===== config.mk =====
export PLATFORM = sky130hd
export DESIGN_NAME = rcmr_regs
export DESIGN_NICKNAME = d
export VERILOG_FILES = /design/src/pkg/rcmr_pkg.sv /design/src/verilog/rcmr_regs.sv /design/src/verilog/rcmr_obs_mux.sv
export SDC_FILE = /design/constraint.sdc
export NUM_CORES = 1
export LEC_CHECK = 0
export CAP_MARGIN = 10
export CORE_MARGIN = 10
export CORE_UTILIZATION = 30
export DETAILED_ROUTE_END_ITERATION = 8
export DONT_BUFFER_PORTS = 1
export PLACE_DENSITY = 0.44
export SYNTH_ARGS = -nofsm -noshare
export SYNTH_HDL_FRONTEND = slang
export SYNTH_SLANG_ARGS = --single-unit

===== constraint.sdc =====
create_clock -name clk -period 5 [get_ports clk]
set_clock_uncertainty 0.1 [all_clocks]
set_input_delay 1 -clock clk [delete_from_list [all_inputs] [get_ports clk]]
set_output_delay 1 -clock clk [all_outputs]
set_load 0.02 [all_outputs]

===== src/pkg/rcmr_pkg.sv =====
// Constants, field layouts and carrier types of the radio-core control register bank.
// How it works
// - Output 1 is selector-1 signal XOR invert.
// - Six-bit select field 1, bits 5:0, resets zero.
// - Output 2 is selector-2 signal XOR invert.
// - Six-bit select field 2, bits 5:0, resets zero.
// - Codes 09 tx, 0A rx, 0D engine idle.
// - New mode applies only on enable rising.
// - Mode 00 proprietary, 01 low energy, others reserved.
// - Enable low holds engine reset; high runs.
// - Filter bandwidth code bits 1:0, resets 11.
// - Random byte read-only, valid without sync.
// - Memory page field bits 2:0, resets 000.
package rcmr_pkg;

   // ------
   // Bus and data widths
   // ------
   localparam int RCMR_DATA_W = 32;
   localparam int RCMR_STRB_W = 4;
   localparam int RCMR_ADDR_W = 18;
   localparam int RCMR_IDX_W = 16;
   localparam int RCMR_IDX_LSB = 2;
   localparam int RCMR_REG_W = 8;
   localparam int RCMR_SEL_W = 6;
   localparam int RCMR_SRC_N = 64;
   localparam int RCMR_PAGE_W = 3;

   // ------
   // Register indices; the byte address is four times the index
   // ------
   localparam logic [15:0] RCMR_IDX_OBS1 = 16'h61AF;
   localparam logic [15:0] RCMR_IDX_OBS2 = 16'h61B0;
   localparam logic [15:0] RCMR_IDX_ENGINE = 16'h61B1;
   localparam logic [15:0] RCMR_IDX_FILTER = 16'h61BC;
   localparam logic [15:0] RCMR_IDX_RANDOM = 16'h61BF;
   localparam logic [15:0] RCMR_IDX_PAGE = 16'h61C0;

   // ------
   // Observation source codes with a dedicated source
   // ------
   localparam logic [5:0] RCMR_SEL_TX_ACTIVE = 6'h09;
   localparam logic [5:0] RCMR_SEL_RX_ACTIVE = 6'h0A;
   localparam logic [5:0] RCMR_SEL_ENGINE_IDLE = 6'h0D;

   // ------
   // Carrier types and reset values
   // ------
   typedef struct packed {
      logic invert;
      logic [5:0] select;
   } rcmr_obs_ctrl_t;

   typedef enum logic [1:0] {
      RCMR_MODE_PROPRIETARY = 2'b00,
      RCMR_MODE_LOW_ENERGY = 2'b01,
      RCMR_MODE_RSVD_2 = 2'b10,
      RCMR_MODE_RSVD_3 = 2'b11
   } rcmr_mode_t;

   typedef struct packed {
      rcmr_mode_t mode;
      logic enable;
   } rcmr_engine_ctrl_t;

   typedef struct packed {
      logic [1:0] spare;
      logic [1:0] bandwidth;
   } rcmr_filter_cfg_t;

   typedef enum logic [0:0] {
      RCMR_ENG_HELD = 1'b0,
      RCMR_ENG_RUN = 1'b1
   } rcmr_eng_state_t;

   localparam rcmr_obs_ctrl_t RCMR_OBS_RST = '{invert: 1'b0, select: 6'h00};
   localparam rcmr_engine_ctrl_t RCMR_ENGINE_RST = '{mode: RCMR_MODE_PROPRIETARY, enable: 1'b0};
   localparam rcmr_filter_cfg_t RCMR_FILTER_RST = '{spare: 2'h3, bandwidth: 2'h3};
   localparam logic [7:0] RCMR_RANDOM_RST = 8'h00;
   localparam logic [2:0] RCMR_PAGE_RST = 3'h0;
   localparam logic [4:0] RCMR_PAGE_RSVD_VAL = 5'h01;

   // ------
   // Bus responses
   // ------
   localparam logic [1:0] RCMR_RESP_OKAY = 2'b00;
   localparam logic [1:0] RCMR_RESP_SLVERR = 2'b10;

endpackage : rcmr_pkg


===== src/verilog/rcmr_regs.sv =====
// Radio-core misc control register bank with an AXI4-Lite slave port.
`timescale 1ns/1ns
module rcmr_regs
   import rcmr_pkg::*;
(
   input wire logic clk, // System clock, 250 MHz.
   input wire logic sys_rst, // Synchronous reset, active high.
   // AXI4-Lite write address channel.
   input wire logic [RCMR_ADDR_W-1:0] s_axi_awaddr, // Write byte address.
   input wire logic [2:0] s_axi_awprot, // Protection, unused.
   input wire logic s_axi_awvalid, // Write address valid.
   output logic s_axi_awready, // Write address ready.
   // AXI4-Lite write data channel.
   input wire logic [RCMR_DATA_W-1:0] s_axi_wdata, // Write data.
   input wire logic [RCMR_STRB_W-1:0] s_axi_wstrb, // Byte strobes.
   input wire logic s_axi_wvalid, // Write data valid.
   output logic s_axi_wready, // Write data ready.
   // AXI4-Lite write response channel.
   output logic [1:0] s_axi_bresp, // Write response.
   output logic s_axi_bvalid, // Write response valid.
   input wire logic s_axi_bready, // Write response ready.
   // AXI4-Lite read channels.
   input wire logic [RCMR_ADDR_W-1:0] s_axi_araddr, // Read byte address.
   input wire logic [2:0] s_axi_arprot, // Protection, unused.
   input wire logic s_axi_arvalid, // Read address valid.
   output logic s_axi_arready, // Read address ready.
   output logic [RCMR_DATA_W-1:0] s_axi_rdata, // Read data.
   output logic [1:0] s_axi_rresp, // Read response.
   output logic s_axi_rvalid, // Read data valid.
   input wire logic s_axi_rready, // Read data ready.
   // Radio-core observation sources.
   input wire logic [RCMR_SRC_N-1:0] radioCoreSignals, // Generic sources.
   input wire logic txActive, // Transmitter active.
   input wire logic rxActive, // Receiver active.
   input wire logic engineIdleIn, // Engine reports idle.
   output logic observeOut1, // Observation output 1.
   output logic observeOut2, // Observation output 2.
   // Link-layer engine control.
   output logic engineReset, // Engine held in reset.
   output rcmr_mode_t engineMode, // Mode the engine runs in.
   output logic engineModeProprietary, // Mode decode: proprietary.
   output logic engineModeLowEnergy, // Mode decode: low-energy stack.
   output logic engineModeReserved, // Mode decode: reserved code.
   // Radio datapath settings.
   output logic [1:0] txFilterBandwidth, // Anti-aliasing filter code.
   input wire logic [RCMR_REG_W-1:0] randomBitsIn, // Raw random bits.
   input wire logic randomValid, // Receiver running without sync.
   output logic [RCMR_PAGE_W-1:0] radioMemoryPage // Active data memory page.
);

   // ------------------------------------------------------------------
   // Register storage
   // ------------------------------------------------------------------
   rcmr_obs_ctrl_t obsCtrl1_r;
   rcmr_obs_ctrl_t obsCtrl2_r;
   rcmr_engine_ctrl_t engineCtrl_r;
   rcmr_filter_cfg_t filterCfg_r;
   logic [RCMR_REG_W-1:0] randomBits_r;
   logic [RCMR_PAGE_W-1:0] memPage_r;
   rcmr_eng_state_t engState_r;
   rcmr_mode_t activeMode_r;

   // ------------------------------------------------------------------
   // Write channel state
   // ------------------------------------------------------------------
   logic awHeld_r;
   logic wHeld_r;
   logic [RCMR_IDX_W-1:0] wrIdx_r;
   logic [RCMR_REG_W-1:0] wrData_r;
   logic wrLane0_r;
   logic bvalid_r;
   logic [1:0] bresp_r;
   logic doWrite;
   logic wrMapped;
   logic [RCMR_REG_W-1:0] wrByte;

   // ------------------------------------------------------------------
   // Read channel state
   // ------------------------------------------------------------------
   logic rvalid_r;
   logic [RCMR_DATA_W-1:0] rdata_r;
   logic [1:0] rresp_r;
   logic [RCMR_IDX_W-1:0] rdIdx;
   logic [RCMR_REG_W-1:0] rdByte;
   logic rdMapped;

   // ------------------------------------------------------------------
   // Write address and data capture
   // ------------------------------------------------------------------
   // Address and data are taken independently, in either order; each
   // channel stays blocked until the pending write has been answered.
   assign s_axi_awready = ~awHeld_r;
   assign s_axi_wready = ~wHeld_r;
   assign doWrite = awHeld_r & wHeld_r & ~bvalid_r;

   always_ff @(posedge clk) begin
      if (sys_rst) begin
         awHeld_r <= 1'b0;
         wrIdx_r <= '0;
      end else if (s_axi_awvalid && s_axi_awready) begin
         awHeld_r <= 1'b1;
         wrIdx_r <= s_axi_awaddr[RCMR_ADDR_W-1:RCMR_IDX_LSB];
      end else if (doWrite) begin
         awHeld_r <= 1'b0;
      end
   end

   always_ff @(posedge clk) begin
      if (sys_rst) begin
         wHeld_r <= 1'b0;
         wrData_r <= '0;
         wrLane0_r <= 1'b0;
      end else if (s_axi_wvalid && s_axi_wready) begin
         wHeld_r <= 1'b1;
         wrData_r <= s_axi_wdata[RCMR_REG_W-1:0];
         wrLane0_r <= s_axi_wstrb[0];
      end else if (doWrite) begin
         wHeld_r <= 1'b0;
      end
   end

   // ------------------------------------------------------------------
   // Write decode
   // ------------------------------------------------------------------
   always_comb begin
      case (wrIdx_r)
         RCMR_IDX_OBS1, RCMR_IDX_OBS2, RCMR_IDX_ENGINE,
         RCMR_IDX_FILTER, RCMR_IDX_RANDOM, RCMR_IDX_PAGE: begin
            wrMapped = 1'b1;
         end
         default: begin
            wrMapped = 1'b0;
         end
      endcase
   end

   assign wrByte = wrData_r;

   // ------------------------------------------------------------------
   // Write response
   // ------------------------------------------------------------------
   // Writes to the read-only random byte answer OKAY and change nothing;
   // only an address outside the bank answers SLVERR.
   always_ff @(posedge clk) begin
      if (sys_rst) begin
         bvalid_r <= 1'b0;
         bresp_r <= RCMR_RESP_OKAY;
      end else if (doWrite) begin
         bvalid_r <= 1'b1;
         bresp_r <= wrMapped ? RCMR_RESP_OKAY : RCMR_RESP_SLVERR;
      end else if (s_axi_bready) begin
         bvalid_r <= 1'b0;
      end
   end

   assign s_axi_bvalid = bvalid_r;
   assign s_axi_bresp = bresp_r;

   // ------------------------------------------------------------------
   // Observation control registers
   // ------------------------------------------------------------------
   always_ff @(posedge clk) begin
      if (sys_rst) begin
         obsCtrl1_r <= RCMR_OBS_RST;
      end else if (doWrite && wrLane0_r && wrIdx_r == RCMR_IDX_OBS1) begin
         obsCtrl1_r <= wrByte[RCMR_SEL_W:0];
      end
   end

   always_ff @(posedge clk) begin
      if (sys_rst) begin
         obsCtrl2_r <= RCMR_OBS_RST;
      end else if (doWrite && wrLane0_r && wrIdx_r == RCMR_IDX_OBS2) begin
         obsCtrl2_r <= wrByte[RCMR_SEL_W:0];
      end
   end

   // ------------------------------------------------------------------
   // Engine control register
   // ------------------------------------------------------------------
   always_ff @(posedge clk) begin
      if (sys_rst) begin
         engineCtrl_r <= RCMR_ENGINE_RST;
      end else if (doWrite && wrLane0_r && wrIdx_r == RCMR_IDX_ENGINE) begin
         engineCtrl_r <= rcmr_engine_ctrl_t'(wrByte[2:0]);
      end
   end

   // The engine only samples its mode when it leaves reset, so the mode
   // is latched on the enable rising edge and ignored otherwise.
   always_ff @(posedge clk) begin
      if (sys_rst) begin
         engState_r <= RCMR_ENG_HELD;
         activeMode_r <= RCMR_MODE_PROPRIETARY;
      end else begin
         case (engState_r)
            RCMR_ENG_HELD: begin
               if (engineCtrl_r.enable) begin
                  engState_r <= RCMR_ENG_RUN;
                  activeMode_r <= engineCtrl_r.mode;
               end
            end
            RCMR_ENG_RUN: begin
               if (!engineCtrl_r.enable) begin
                  engState_r <= RCMR_ENG_HELD;
               end
            end
            default: begin
               engState_r <= RCMR_ENG_HELD;
            end
         endcase
      end
   end

   assign engineReset = (engState_r == RCMR_ENG_HELD);
   assign engineMode = activeMode_r;

   always_ff @(posedge clk) begin
      if (sys_rst) begin
         engineModeProprietary <= 1'b1;
         engineModeLowEnergy <= 1'b0;
         engineModeReserved <= 1'b0;
      end else begin
         engineModeProprietary <= (activeMode_r == RCMR_MODE_PROPRIETARY);
         engineModeLowEnergy <= (activeMode_r == RCMR_MODE_LOW_ENERGY);
         engineModeReserved <= (activeMode_r == RCMR_MODE_RSVD_2) ||
                               (activeMode_r == RCMR_MODE_RSVD_3);
      end
   end

   // ------------------------------------------------------------------
   // Filter, random byte and memory page
   // ------------------------------------------------------------------
   always_ff @(posedge clk) begin
      if (sys_rst) begin
         filterCfg_r <= RCMR_FILTER_RST;
      end else if (doWrite && wrLane0_r && wrIdx_r == RCMR_IDX_FILTER) begin
         filterCfg_r <= wrByte[3:0];
      end
   end

   assign txFilterBandwidth = filterCfg_r.bandwidth;

   // Samples are only refreshed while the receiver free-runs without
   // sync; otherwise the last good byte is kept rather than noise.
   always_ff @(posedge clk) begin
      if (sys_rst) begin
         randomBits_r <= RCMR_RANDOM_RST;
      end else if (randomValid) begin
         randomBits_r <= randomBitsIn;
      end
   end

   always_ff @(posedge clk) begin
      if (sys_rst) begin
         memPage_r <= RCMR_PAGE_RST;
      end else if (doWrite && wrLane0_r && wrIdx_r == RCMR_IDX_PAGE) begin
         memPage_r <= wrByte[RCMR_PAGE_W-1:0];
      end
   end

   assign radioMemoryPage = memPage_r;

   // ------------------------------------------------------------------
   // Observation multiplexers
   // ------------------------------------------------------------------
   logic [RCMR_SRC_N-1:0] obsSources;

   // An engine in reset is never idle, whatever its own flag says.
   always_comb begin
      obsSources = radioCoreSignals;
      obsSources[RCMR_SEL_TX_ACTIVE] = txActive;
      obsSources[RCMR_SEL_RX_ACTIVE] = rxActive;
      obsSources[RCMR_SEL_ENGINE_IDLE] = engineIdleIn & ~engineReset;
   end

   rcmr_obs_mux #(
      .SRC_N(RCMR_SRC_N),
      .SEL_W(RCMR_SEL_W)
   ) u_obs_mux_1 (
      .clk(clk),
      .sys_rst(sys_rst),
      .sources(obsSources),
      .select(obsCtrl1_r.select),
      .invert(obsCtrl1_r.invert),
      .obsOut(observeOut1)
   );

   rcmr_obs_mux #(
      .SRC_N(RCMR_SRC_N),
      .SEL_W(RCMR_SEL_W)
   ) u_obs_mux_2 (
      .clk(clk),
      .sys_rst(sys_rst),
      .sources(obsSources),
      .select(obsCtrl2_r.select),
      .invert(obsCtrl2_r.invert),
      .obsOut(observeOut2)
   );

   // ------------------------------------------------------------------
   // Read decode
   // ------------------------------------------------------------------
   assign rdIdx = s_axi_araddr[RCMR_ADDR_W-1:RCMR_IDX_LSB];

   always_comb begin
      rdByte = '0;
      rdMapped = 1'b1;
      case (rdIdx)
         RCMR_IDX_OBS1: begin
            rdByte = {1'b0, obsCtrl1_r};
         end
         RCMR_IDX_OBS2: begin
            rdByte = {1'b0, obsCtrl2_r};
         end
         RCMR_IDX_ENGINE: begin
            rdByte = {5'h00, engineCtrl_r};
         end
         RCMR_IDX_FILTER: begin
            rdByte = {4'h0, filterCfg_r};
         end
         RCMR_IDX_RANDOM: begin
            rdByte = randomBits_r;
         end
         RCMR_IDX_PAGE: begin
            rdByte = {RCMR_PAGE_RSVD_VAL, memPage_r};
         end
         default: begin
            rdMapped = 1'b0;
         end
      endcase
   end

   // ------------------------------------------------------------------
   // Read response
   // ------------------------------------------------------------------
   // One read is outstanding at a time; a new address is only taken
   // once the previous data has been accepted.
   assign s_axi_arready = ~rvalid_r;

   always_ff @(posedge clk) begin
      if (sys_rst) begin
         rvalid_r <= 1'b0;
         rdata_r <= '0;
         rresp_r <= RCMR_RESP_OKAY;
      end else if (s_axi_arvalid && s_axi_arready) begin
         rvalid_r <= 1'b1;
         rdata_r <= {{(RCMR_DATA_W-RCMR_REG_W){1'b0}}, rdByte};
         rresp_r <= rdMapped ? RCMR_RESP_OKAY : RCMR_RESP_SLVERR;
      end else if (s_axi_rready) begin
         rvalid_r <= 1'b0;
      end
   end

   assign s_axi_rvalid = rvalid_r;
   assign s_axi_rdata = rdata_r;
   assign s_axi_rresp = rresp_r;

endmodule : rcmr_regs


===== src/verilog/rcmr_obs_mux.sv =====
// One observation multiplexer with polarity invert and a registered output.
`timescale 1ns/1ns
module rcmr_obs_mux
   import rcmr_pkg::*;
#(
   parameter int SRC_N = RCMR_SRC_N,
   parameter int SEL_W = RCMR_SEL_W
) (
   input wire logic clk, // System clock.
   input wire logic sys_rst, // Synchronous reset, active high.
   input wire logic [SRC_N-1:0] sources, // Candidate radio-core signals.
   input wire logic [SEL_W-1:0] select, // Source code.
   input wire logic invert, // Polarity invert.
   output logic obsOut // Observed signal, registered.
);

   // ------------------------------------------------------------------
   // Selection
   // ------------------------------------------------------------------
   // The output is registered so that the pin never shows a mux glitch
   // while software rewrites the select field.
   always_ff @(posedge clk) begin
      if (sys_rst) begin
         obsOut <= 1'b0;
      end else begin
         obsOut <= sources[select] ^ invert;
      end
   end

endmodule : rcmr_obs_mux


# [Word-level counts from Yosys, hierarchy flattened]
# Index checks and enable logic that the tools add are counted.
[word_totals] wordCells=89 regBits=80 in_bits=161 out_inout_bits=54
[classes] n_bitwise=10 n_lt_le_gt_ge=2 n_reduce_logical=18 n_eq_ne=15 mux=17
[op_table] operator="$eq 16x15->1 const B" n=12
[op_table] operator="$pmux 8 s6" n=1
[op_table] operator="$lt 6x7->1 const B" n=2
[op_table] operator="$bmux 1 s6" n=2
[op_table] operator="$mux 1" n=12
[op_table] operator="$reduce_or 6->1" n=2
[op_table] operator="$logic_and 1x1->1" n=9
[op_table] operator="$reduce_bool 2->1" n=4
[op_table] operator="$not 1->1" n=5
[op_table] operator="$eq 2x2->1 const B" n=2
[op_table] operator="$mux 2" n=2
[op_table] operator="$and 1x1->1" n=3
[op_table] operator="$eq 2x1->1 const B" n=1
[op_table] operator="$logic_not 2->1" n=1
[op_table] operator="$reduce_and 2->1" n=1
[op_table] operator="$xor 1x1->1" n=2
[op_table] operator="$logic_or 1x1->1" n=1

# [Longest topological paths before layout]
# Gate-level depths: netlist of run 1.
[logic_depth] word_depth=4 mapped_depth=8 ltp_nobuf=6

# [By module]
# From an unflattened synthesis of run 1, not the netlist that was laid out.
[hier_totals] cells_unflattened=534 hier_area_um2=4894.7
[by_module_without_submodules] module="rcmr_regs" area_each_um2=3606.0 seq_area_each_um2=1521.5 n_inst=1 cells_per_inst=430
[by_module_without_submodules] module="rcmr_obs_mux" area_each_um2=644.4 seq_area_each_um2=20.0 n_inst=2 cells_per_inst=52

# [Worst setup path before layout of run 1]
# Ideal clock, no wire load.
[synth_path] path_kind="input to register" from="input port s_axi_araddr[2]" to="register rdata_r[3] (netlist: s_axi_rdata[3])" slack_ns=2.083 arrival_time_ns=2.746 setup_time_ns=0.070 n_path_buf=1 path_stages=6 t_required_ns=4.830 cell_sequence="clkbuf_1 or4b_2 a2111oi_0 o311ai_1 a21o_1 a21oi_1"
[synth_via] elab_chain_len=2 elab_cells_between_ends=7 classes_between="6 x eq/ne; 1 x mux"
[synth_lines] element="from (decl)" line="rcmr_regs.sv:23" text="input wire logic [RCMR_ADDR_W-1:0] s_axi_araddr,"
[synth_lines] element="$eq 16x15->1" line="rcmr_regs.sv:309" text="case (rdIdx)"
[synth_lines] element="$pmux 8 s6 *" line="rcmr_regs.sv:309"
[synth_lines] element="to (signal assigned)" line="rcmr_regs.sv:348" text="rdata_r <= {{(RCMR_DATA_W-RCMR_REG_W){1'b0}}, rdByte};"
[synth_lines] element="to (decl)" line="rcmr_regs.sv:81" text="logic [RCMR_DATA_W-1:0] rdata_r;"
# Every way passes the cells marked *; elsewhere a longest branch is shown, timed or not.
# A chain may end at the register's enable or synchronous reset.

# [Worst setup path in the final report of run 1]
[layout_path] from="register obsCtrl2_r[0] in the netlist's numbering" to="register u_obs_mux_2.obsOut"
[layout_via] elab_chain_len=3
[layout_lines] element="from (decl)" line="rcmr_regs.sv:55" text="rcmr_obs_ctrl_t obsCtrl2_r;"
[layout_lines] element="from (signal assigned)" line="rcmr_regs.sv:174" text="obsCtrl2_r <= wrByte[RCMR_SEL_W:0];"
[layout_lines] element="$bmux 1 s6" line="rcmr_obs_mux.sv:26" text="obsOut <= sources[select] ^ invert;"
[layout_lines] element="$mux 1 (not written as such)" line="rcmr_obs_mux.sv:26"
[layout_lines] element="$xor 1x1->1" line="rcmr_obs_mux.sv:26"
[layout_lines] element="to (signal assigned)" line="rcmr_obs_mux.sv:26"
[layout_lines] element="to (decl)" line="rcmr_obs_mux.sv:14" text="output logic obsOut"
# No other way between the ends. The select of a mux whose other input is x is not followed.

==> results.cfg, run 1 <==
[run_status]
status = finished, final reports clean

[sta]
fin_crit_sh_pct = 55.3
hold_violations = 0
fmax_ghz = 0.361
fin_tns_setup_ps = 0
setup_ws_ps = 2230
rsz0062_at_grt = no
tightestPinTransition_ps = 1050
max-slew-margin-rel_pct = 29.8
period_needed_ps = 2770
drv_slew = 0
final-setup-viol-count = 0

[cts]
cts_buffers = 9
cts.path.max_buffers = 2
htreeDepth = 3
post_cts_resized = 0
clkTransAtPathRegs_ps = 50
cts_tree = built
cts.sinks = 78
cts_hold_buf = 0
insertion_delay_ps = 330
cts_root_buf = clkbuf_16
cts_post_setup_buffers_inserted = 0

[global_route]
grt_pass1_vias = 3418
antenna_found_initial = 0
grtUsageMet2_pct = 20.5
grt_pass1_wl_um = 19700
busiest_layer = met2
grt_usage_pct = 12.4
grt_max_degree = 79
grtUsageMet3_pct = 6.97
overflow = 0
grtUsageMet1_pct = 13.8

[cells_and_area]
layout_commonest_cell = dfxtp_1
postLayoutCellArea_sq_mm = 0.00475
final_util_pct = 32.5
nNetsFinal = 618
drive_above_1_share_pct = 11.9
antenna_cells = 0
layout_common_cells = dfxtp_1, nor2_1, nand2_1
syn_to_final_growth_pct = 5.27

[power_and_ir_drop]
peakVddDrop_mv = 0.143
power_density_mw_per_mm2 = 288
p_leak_nw = 1.72

[placed_design]
place.gp.congestion = 0.804
dp_hpwl_um = 10400
dp_slack_ps = 2040
portBuffers = 0
placed_area_sq_mm = 0.00448

[die]
ioPinCount = 215
die_area_sq_mm = 0.0204
start_util_pct = 30.8
placementRows = 44
fp.dieW_um = 143
die-height_um = 143
core_sq_mm = 0.0146

[yosys]
yosysWarnings = 0
yosysSeqAreaShare_pct = 34.6
yosys-top-cells-area = dfxtp_1, mux4_2, mux2i_1, nor2_1, buf_4
synth.distinct_cells = 58
synth_cells = 480
synthFlopType = dfxtp_1
synth-edff-count = 0
yosysTopAreaCellShare_pct = 34.6
yosysTopAreaCell = dfxtp_1
syn_area_per_cell_sq_um = 9.40
async_flop_share_pct = 0
synth_seq_cells = 78
synth_area_sq_mm = 0.00451

[min_path]
holdCritPathClass = reg -> reg

[drt]
vias_per_cell = 5.19
drcViolationCount = 0
drt_iter0_markers = 193
drtAntennaViolNets = 0
routedWlPerCell_um = 20.2
wl_um = 13000
vias = 3349
first_pass_iters = 6

[setup_path]
worst_ep_arrival_time_ps = 2880
criticalPathCategory = reg -> reg
path_max_fanout = 17
end_kind = register
required_ps = 5120
start_kind = register

[run]
maxCapViolCount = 0
-- registers in the layout, indices dropped and copies added (netlist names), 3 cells and up --
register         flops
engineCtrl_r         3
obsCtrl1_r           7
obsCtrl2_r           7
radioMemoryPage      3
randomBits_r         8
s_axi_rdata          8
wrByte               7
wrIdx_r             16
-- synth_stat cells, drive strengths merged, types with 7 or more instances --
| master | number |
|---|---|
| a21oi | 25 |
| buf | 40 |
| clkbuf | 20 |
| dfxtp | 78 |
| inv | 15 |
| mux2i | 43 |
| mux4 | 32 |
| nand2 | 48 |
| nand3 | 12 |
| nor2 | 68 |
| nor2b | 9 |
| nor3 | 8 |
| o21ai | 7 |
-- layer usage --
metal | wire [um] | up-vias
met5 | 0 | -
met4 | 68 | 0
met3 | 1580 | 7
met2 | 6180 | 122
met1 | 5190 | 1584
li1 | - | 1636
-- metrics by stage --
| stage | cells | hold WS, ps | total power, mW |
|---|---|---|---|
| after global routing | 645 | 370 | 1.43 |
| final | 645 | 345 | 1.37 |
| after CTS | 645 | 346 | 1.39 |
| after detailed placement | 630 | 338 | 0.790 |
| after floorplan | 505 | 331 | 0.796 |
| after global placement | 630 | 333 | 0.788 |
-- worst paths after layout --
| path | start | endpoint | slack, ps | cells past startpoint |
|---|---|---|---|---|
| setup / recovery | obsCtrl2_r[0] | u_obs_mux_2.obsOut | 2230 | 6 |
| hold / removal | wrIdx_r[15] | wrIdx_r[15] | 340 | 2 |
| setup reg to reg | obsCtrl2_r[0] | u_obs_mux_2.obsOut | 2230 | 6 |
| hold reg to reg | wrIdx_r[15] | wrIdx_r[15] | 340 | 2 |
-- area by class of cell --
type | instances | area (sq um)
Fill cell | 1550 | 9890
Clock buffer | 14 | 264
Timing Repair Buffer | 1 | 7.51
Inverter | 15 | 56.3
Multi-Input combinational cell | 352 | 2630
Tap cell | 184 | 230
Sequential cell | 78 | 1560
Clock inverter | 1 | 5.00
-- worst max-delay path, cell delays in order, from the launching register on --
cell	delay [ps]
dfxtp_1	940
mux4_2	610
mux2i_1	140
o21ai_0	90
nor4bb_1	370
a211oi_1	120
mux2_2	280
-- power breakdown --
part / switching, mW / total [mW] / internal, mW
Combinational: 0.0596 / 0.107 / 0.0473
Clock: 0.235 / 0.595 / 0.360
Sequential: 0.0252 / 0.669 / 0.644
Total: 0.320 / 1.37 / 1.05
-- cell families after synthesis --
| group | after synthesis | share of synthesized area [%] |
|---|---|---|
| AOI/OAI and AO/OA | 72 | 11.0 |
| buffers and inverters | 75 | 9.28 |
| other | 1 | 0.0831 |
| and+or+nand+nor | 174 | 18.4 |
| muxes | 79 | 26.5 |
| xor gates and xnor gates | 1 | 0.194 |
| DFF | 78 | 34.6 |
Power figures use the tool's default switching activity.
==> run 2: changes to the inputs <==
PLACE_DENSITY = 0.45   (was 0.44)
clock period = 2.5 ns   (was 5 ns; I/O delays follow)
==> run 2 against run 1 <==
Combinational power grew 110%; final cell count up 2.9%; critical path type unchanged; power up 120%; global-route usage rose by 0.37 points; die area stayed put; non-clock buffer count up 19; largest power group is now the clock network; core utilization rose by 1.5 points; maximum frequency increased by 15%; worst hold slack worse by 210 ps; clock power increased by 140%; final area rose by 4.7%; routed wire length rose by 3.0%.
==> results.cfg, run 2 (synthesized netlist as in run 1, its figures left out) <==
[drt]
wl_met3_um = 1490
top_layer = met4
wl_met2_um = 6410
drt_iter0_markers = 210
drtAntennaViolNets = 0
routedWlPerCell_um = 20.2
drcViolationCount = 0
vias = 3451
first_pass_iters = 4
vias_per_cell = 5.20
wl_um = 13400
drt-met1-wl_um = 5390

[global_route]
grt_usage_pct = 12.8
overflow = 0
grt_max_degree = 79
grt_pass1_vias = 3583
antenna_found_initial = 0
grt_pass1_wl_um = 20400

[cells_and_area]
stdcell_count = 664
antenna_cells = 0
largest-register = wrIdx_r
drive_above_1_share_pct = 16.3
nNetsFinal = 637
fill_cells = 1521
largest_register_ff_count = 16
syn_to_final_growth_pct = 10.3
layout_commonest_cell = dfxtp_1
layout_common_cells = dfxtp_1, nor2_1, nand2_1

[sta]
fin_crit_sh_pct = 96.0
period_needed_ps = 2400
drv_slew = 0
tightestPinTransition_ps = 590
whs_ps = 139
final-setup-viol-count = 0
max-slew-margin-rel_pct = 60.1
hold_violations = 0
fmax_ghz = 0.417

[cts]
clkTransAtPathRegs_ps = 60
cts_post_setup_buffers_inserted = 0
cts_hold_buf = 0
cts_root_buf = clkbuf_16
post_cts_resized = 0
cts_tree = built
cts.path.max_buffers = 2
cts.sinks = 78
insertion_delay_ps = 330
htreeDepth = 3
cts_buffers = 9

[setup_path]
start_kind = register
worst_ep_arrival_time_ps = 2520
r2r_end = txFilterBandwidth[0]
criticalPathCategory = reg -> reg
r2r_slack_ps = 100
r2r_start = wrIdx_r[9]
crit_path_end = txFilterBandwidth[0]
end_kind = register
reg2regPathDepth = 5
required_ps = 2620
path_max_fanout = 8
startpoint = wrIdx_r[9]

[power_and_ir_drop]
power_density_mw_per_mm2 = 595
peakVddDrop_mv = 0.328
p_leak_nw = 1.85

[die]
start_util_pct = 30.8
placementRows = 44
core_sq_mm = 0.0146
die-height_um = 143
fp.dieW_um = 143
die_area_sq_mm = 0.0204
ioPinCount = 215

[run]
maxCapViolCount = 0

[min_path]
hold_path.startpoint = sys_rst
holdCritPathClass = in -> reg

[placed_design]
dpl.cell_count = 649
place.gp.congestion = 0.829
portBuffers = 0
dp_hpwl_um = 10800

[run_status]
status = finished, final reports clean
-- run 2: critical path, cell delays in order (launching register included) --
cell     delay, ps
dfxtp_1        310
or4_4          530
or4_4          570
nor2_1         240
nand4_4        200
a211o_1        340
-- run 2: cell type report --
type	count	area, sq um	area share (%)
multi-input cells	352	2640	53.0
flip-flops and latches	78	1560	31.4
clock buffers	11	253	5.08
well taps	184	230	4.63
repair buffers	20	166	3.34
clock inverters	4	70.1	1.41
inverters	15	56.3	1.13
-- run 2: stage by stage --
stage               setup slack [ps]  util, %  TNS [ps]  power (mW)  area, sq um
global placement                32.5     31.7         0        1.58         4640
finish                          99.3     34.0         0        2.96         4980
floorplan                       83.3        -         0        1.59         4610
CTS                             3.06     33.9         0        3.00         4960
global route                   -4.40     34.0     -6.53        3.08         4980
detailed placement              16.6     31.7         0        1.59         4640
-- run 2: per-layer routing --
metal,global-route usage [%],up-vias
met2,21.3,141
met1,14.9,1630
met3,5.64,12
met5,0,-
li1,-,1668
met4,2.71,0
-- run 2: where the power goes --
group / switching, mW / leakage, nW / internal (mW)
Clock: 0.483 / 0.161 / 0.919
Combinational: 0.122 / 1.05 / 0.0998
Sequential: 0.0521 / 0.636 / 1.29
Total: 0.656 / 1.85 / 2.31
-- run 2: worst min path at each step --
stage                        end  depth (start not counted)  slack [ps]
finish              s_axi_bvalid                          1         140
CTS                 s_axi_bvalid                          1         130
global route          wrIdx_r[7]                          1         120
floorplan            wrIdx_r[15]                          2         330
global placement     wrIdx_r[15]                          2         330
detailed placement   wrIdx_r[15]                          2         340
==> run 3: changes to the inputs <==
PLACE_DENSITY = 0.47   (was 0.45)
==> run 3 against run 2 <==
Flip-flop and latch count did not move; sequential share of layout area rose by 0.079 points; register-to-register slack improved by 20 ps; final cell count stayed put; worst setup slack better by 17 ps; non-clock buffer count down 1; worst hold slack got worse by 5.3 ps; largest power group unchanged; highest routed layer unchanged.
==> results.cfg, run 3 (synthesized netlist as in run 1, its figures left out) <==
[run_status]
status = finished, final reports clean

[setup_path]
r2r_slack_ps = 120
criticalPathCategory = reg -> reg
r2r_start = wrIdx_r[9]
start_kind = register
path_buf_inv = 0
end_kind = register
crit_chain = or4_4 -> or4_4 -> nor2_1 -> nand4_4 -> a211o_1
cpMostUsedCell = or4_4
path_max_fanout = 8
worst_ep_arrival_time_ps = 2510
cp_top_family = simple AND/OR/NAND/NOR gates
r2r_end = filterCfg_r[2]
slowest_delay_ps = 570
required_ps = 2620
critPathSlowestCell = or4_4
reg2regPathDepth = 5

[sta]
fin_crit_sh_pct = 95.4
max-slew-margin-rel_pct = 53.3
hold_violations = 0
period_needed_ps = 2380
drv_slew = 0
final-setup-viol-count = 0
fmax_ghz = 0.419
tightestPinTransition_ps = 690
rsz0062_at_grt = no
fin_tns_setup_ps = 0

[cells_and_area]
nNetsFinal = 636
final_util_pct = 33.9
drive_above_1_share_pct = 15.8
layout_common_cells = dfxtp_1, nor2_1, nand2_1
layout_commonest_cell = dfxtp_1
fill_cells = 1518
syn_to_final_growth_pct = 9.98
antenna_cells = 0
postLayoutCellArea_sq_mm = 0.00496
largest-register = wrIdx_r
largest_register_ff_count = 16

[die]
die_area_sq_mm = 0.0204
core_sq_mm = 0.0146
start_util_pct = 30.8
die-height_um = 143
ioPinCount = 215
placementRows = 44
fp.dieW_um = 143

[global_route]
overflow = 0
grt_pass1_vias = 3508
grt_usage_pct = 12.5
grt_max_degree = 79
grt_pass1_wl_um = 19900
antenna_found_initial = 0

[run]
maxCapViolCount = 0

[drt]
drt_iter0_markers = 207
drtAntennaViolNets = 0
drcViolationCount = 0
vias = 3483
vias_per_cell = 5.25
wl_um = 13500
first_pass_iters = 5
routedWlPerCell_um = 20.3

[min_path]
min_to = wrLane0_r
holdCritPathClass = in -> reg
hold_path.startpoint = sys_rst
min_path_cells = 1

[cts]
htreeDepth = 3
cts_post_setup_buffers_inserted = 0
cts.path.max_buffers = 2
cts_root_buf = clkbuf_16
cts_tree = built
clkTransAtPathRegs_ps = 60
cts_hold_buf = 0
cts_buffers = 9
cts.sinks = 78
insertion_delay_ps = 330

[placed_design]
place.gp.congestion = 0.764
dp_hpwl_um = 10700
placed_area_sq_mm = 0.00463
portBuffers = 0

[power_and_ir_drop]
p_leak_nw = 1.84
peakVddDrop_mv = 0.302
power_density_mw_per_mm2 = 593
total_power_mw = 2.94
## run 3: cell count changes in the layout (fill, tap and decap cells not counted)
cell / delta
buf_6: -1
clkbuf_1: +2
clkbuf_8: -1
nand2_2: -1
nand2_4: +1
## run 3: final cells by class
cell class | count | area (sq um) | share of cell area (%)
tap | 184 | 230 | 4.64
clock inverter | 4 | 70.1 | 1.41
sequential | 78 | 1560 | 31.5
inverter | 15 | 56.3 | 1.13
multi-input combinational | 352 | 2650 | 53.3
timing repair buffer | 19 | 155 | 3.13
clock buffer | 12 | 246 | 4.96
## run 3: stage by stage
step / instances / setup WS [ps] / hold WS (ps)
CTS: 664 / -6.09 / 121
finish: 664 / 116 / 134
global placement: 648 / 28.5 / 334
global route: 664 / 12.1 / 118
detailed placement: 648 / 10.5 / 335
floorplan: 505 / 83.3 / 331
## run 3: layer usage
metal | up-vias | track usage [%] | part of all wire (%)
li1 | 1682 | - | -
met4 | 0 | 3.58 | 0.77
met2 | 153 | 20.6 | 48
met3 | 10 | 6.37 | 13
met5 | - | 0 | 0
met1 | 1638 | 13.9 | 38
## run 3: how the worst max path moves through the flow
stage	startpoint	endpoint	slack, ps	cells after the start
detailed placement	wrIdx_r[9]	filterCfg_r[2]	10	5
global placement	wrIdx_r[9]	obsCtrl1_r[2]	30	6
global route	wrIdx_r[9]	obsCtrl1_r[6]	10	6
finish	wrIdx_r[9]	filterCfg_r[2]	120	5
CTS	wrIdx_r[9]	filterCfg_r[2]	-6	5
floorplan	s_axi_araddr[2]	s_axi_rdata[3]	80	6
## run 3: power by group
group          leakage [nW]  switching, mW  internal, mW  total (mW)
combinational          1.05          0.122        0.0999       0.222
sequential            0.636         0.0522          1.29        1.34
clock                 0.157          0.486         0.898        1.38
total                  1.84          0.660          2.29        2.94
## run 3: what timing repair did
item                       4_1_cts  5_1_grt
gates resized for setup          0        3
setup endpoints to repair        2       21
pin swaps                        0        2
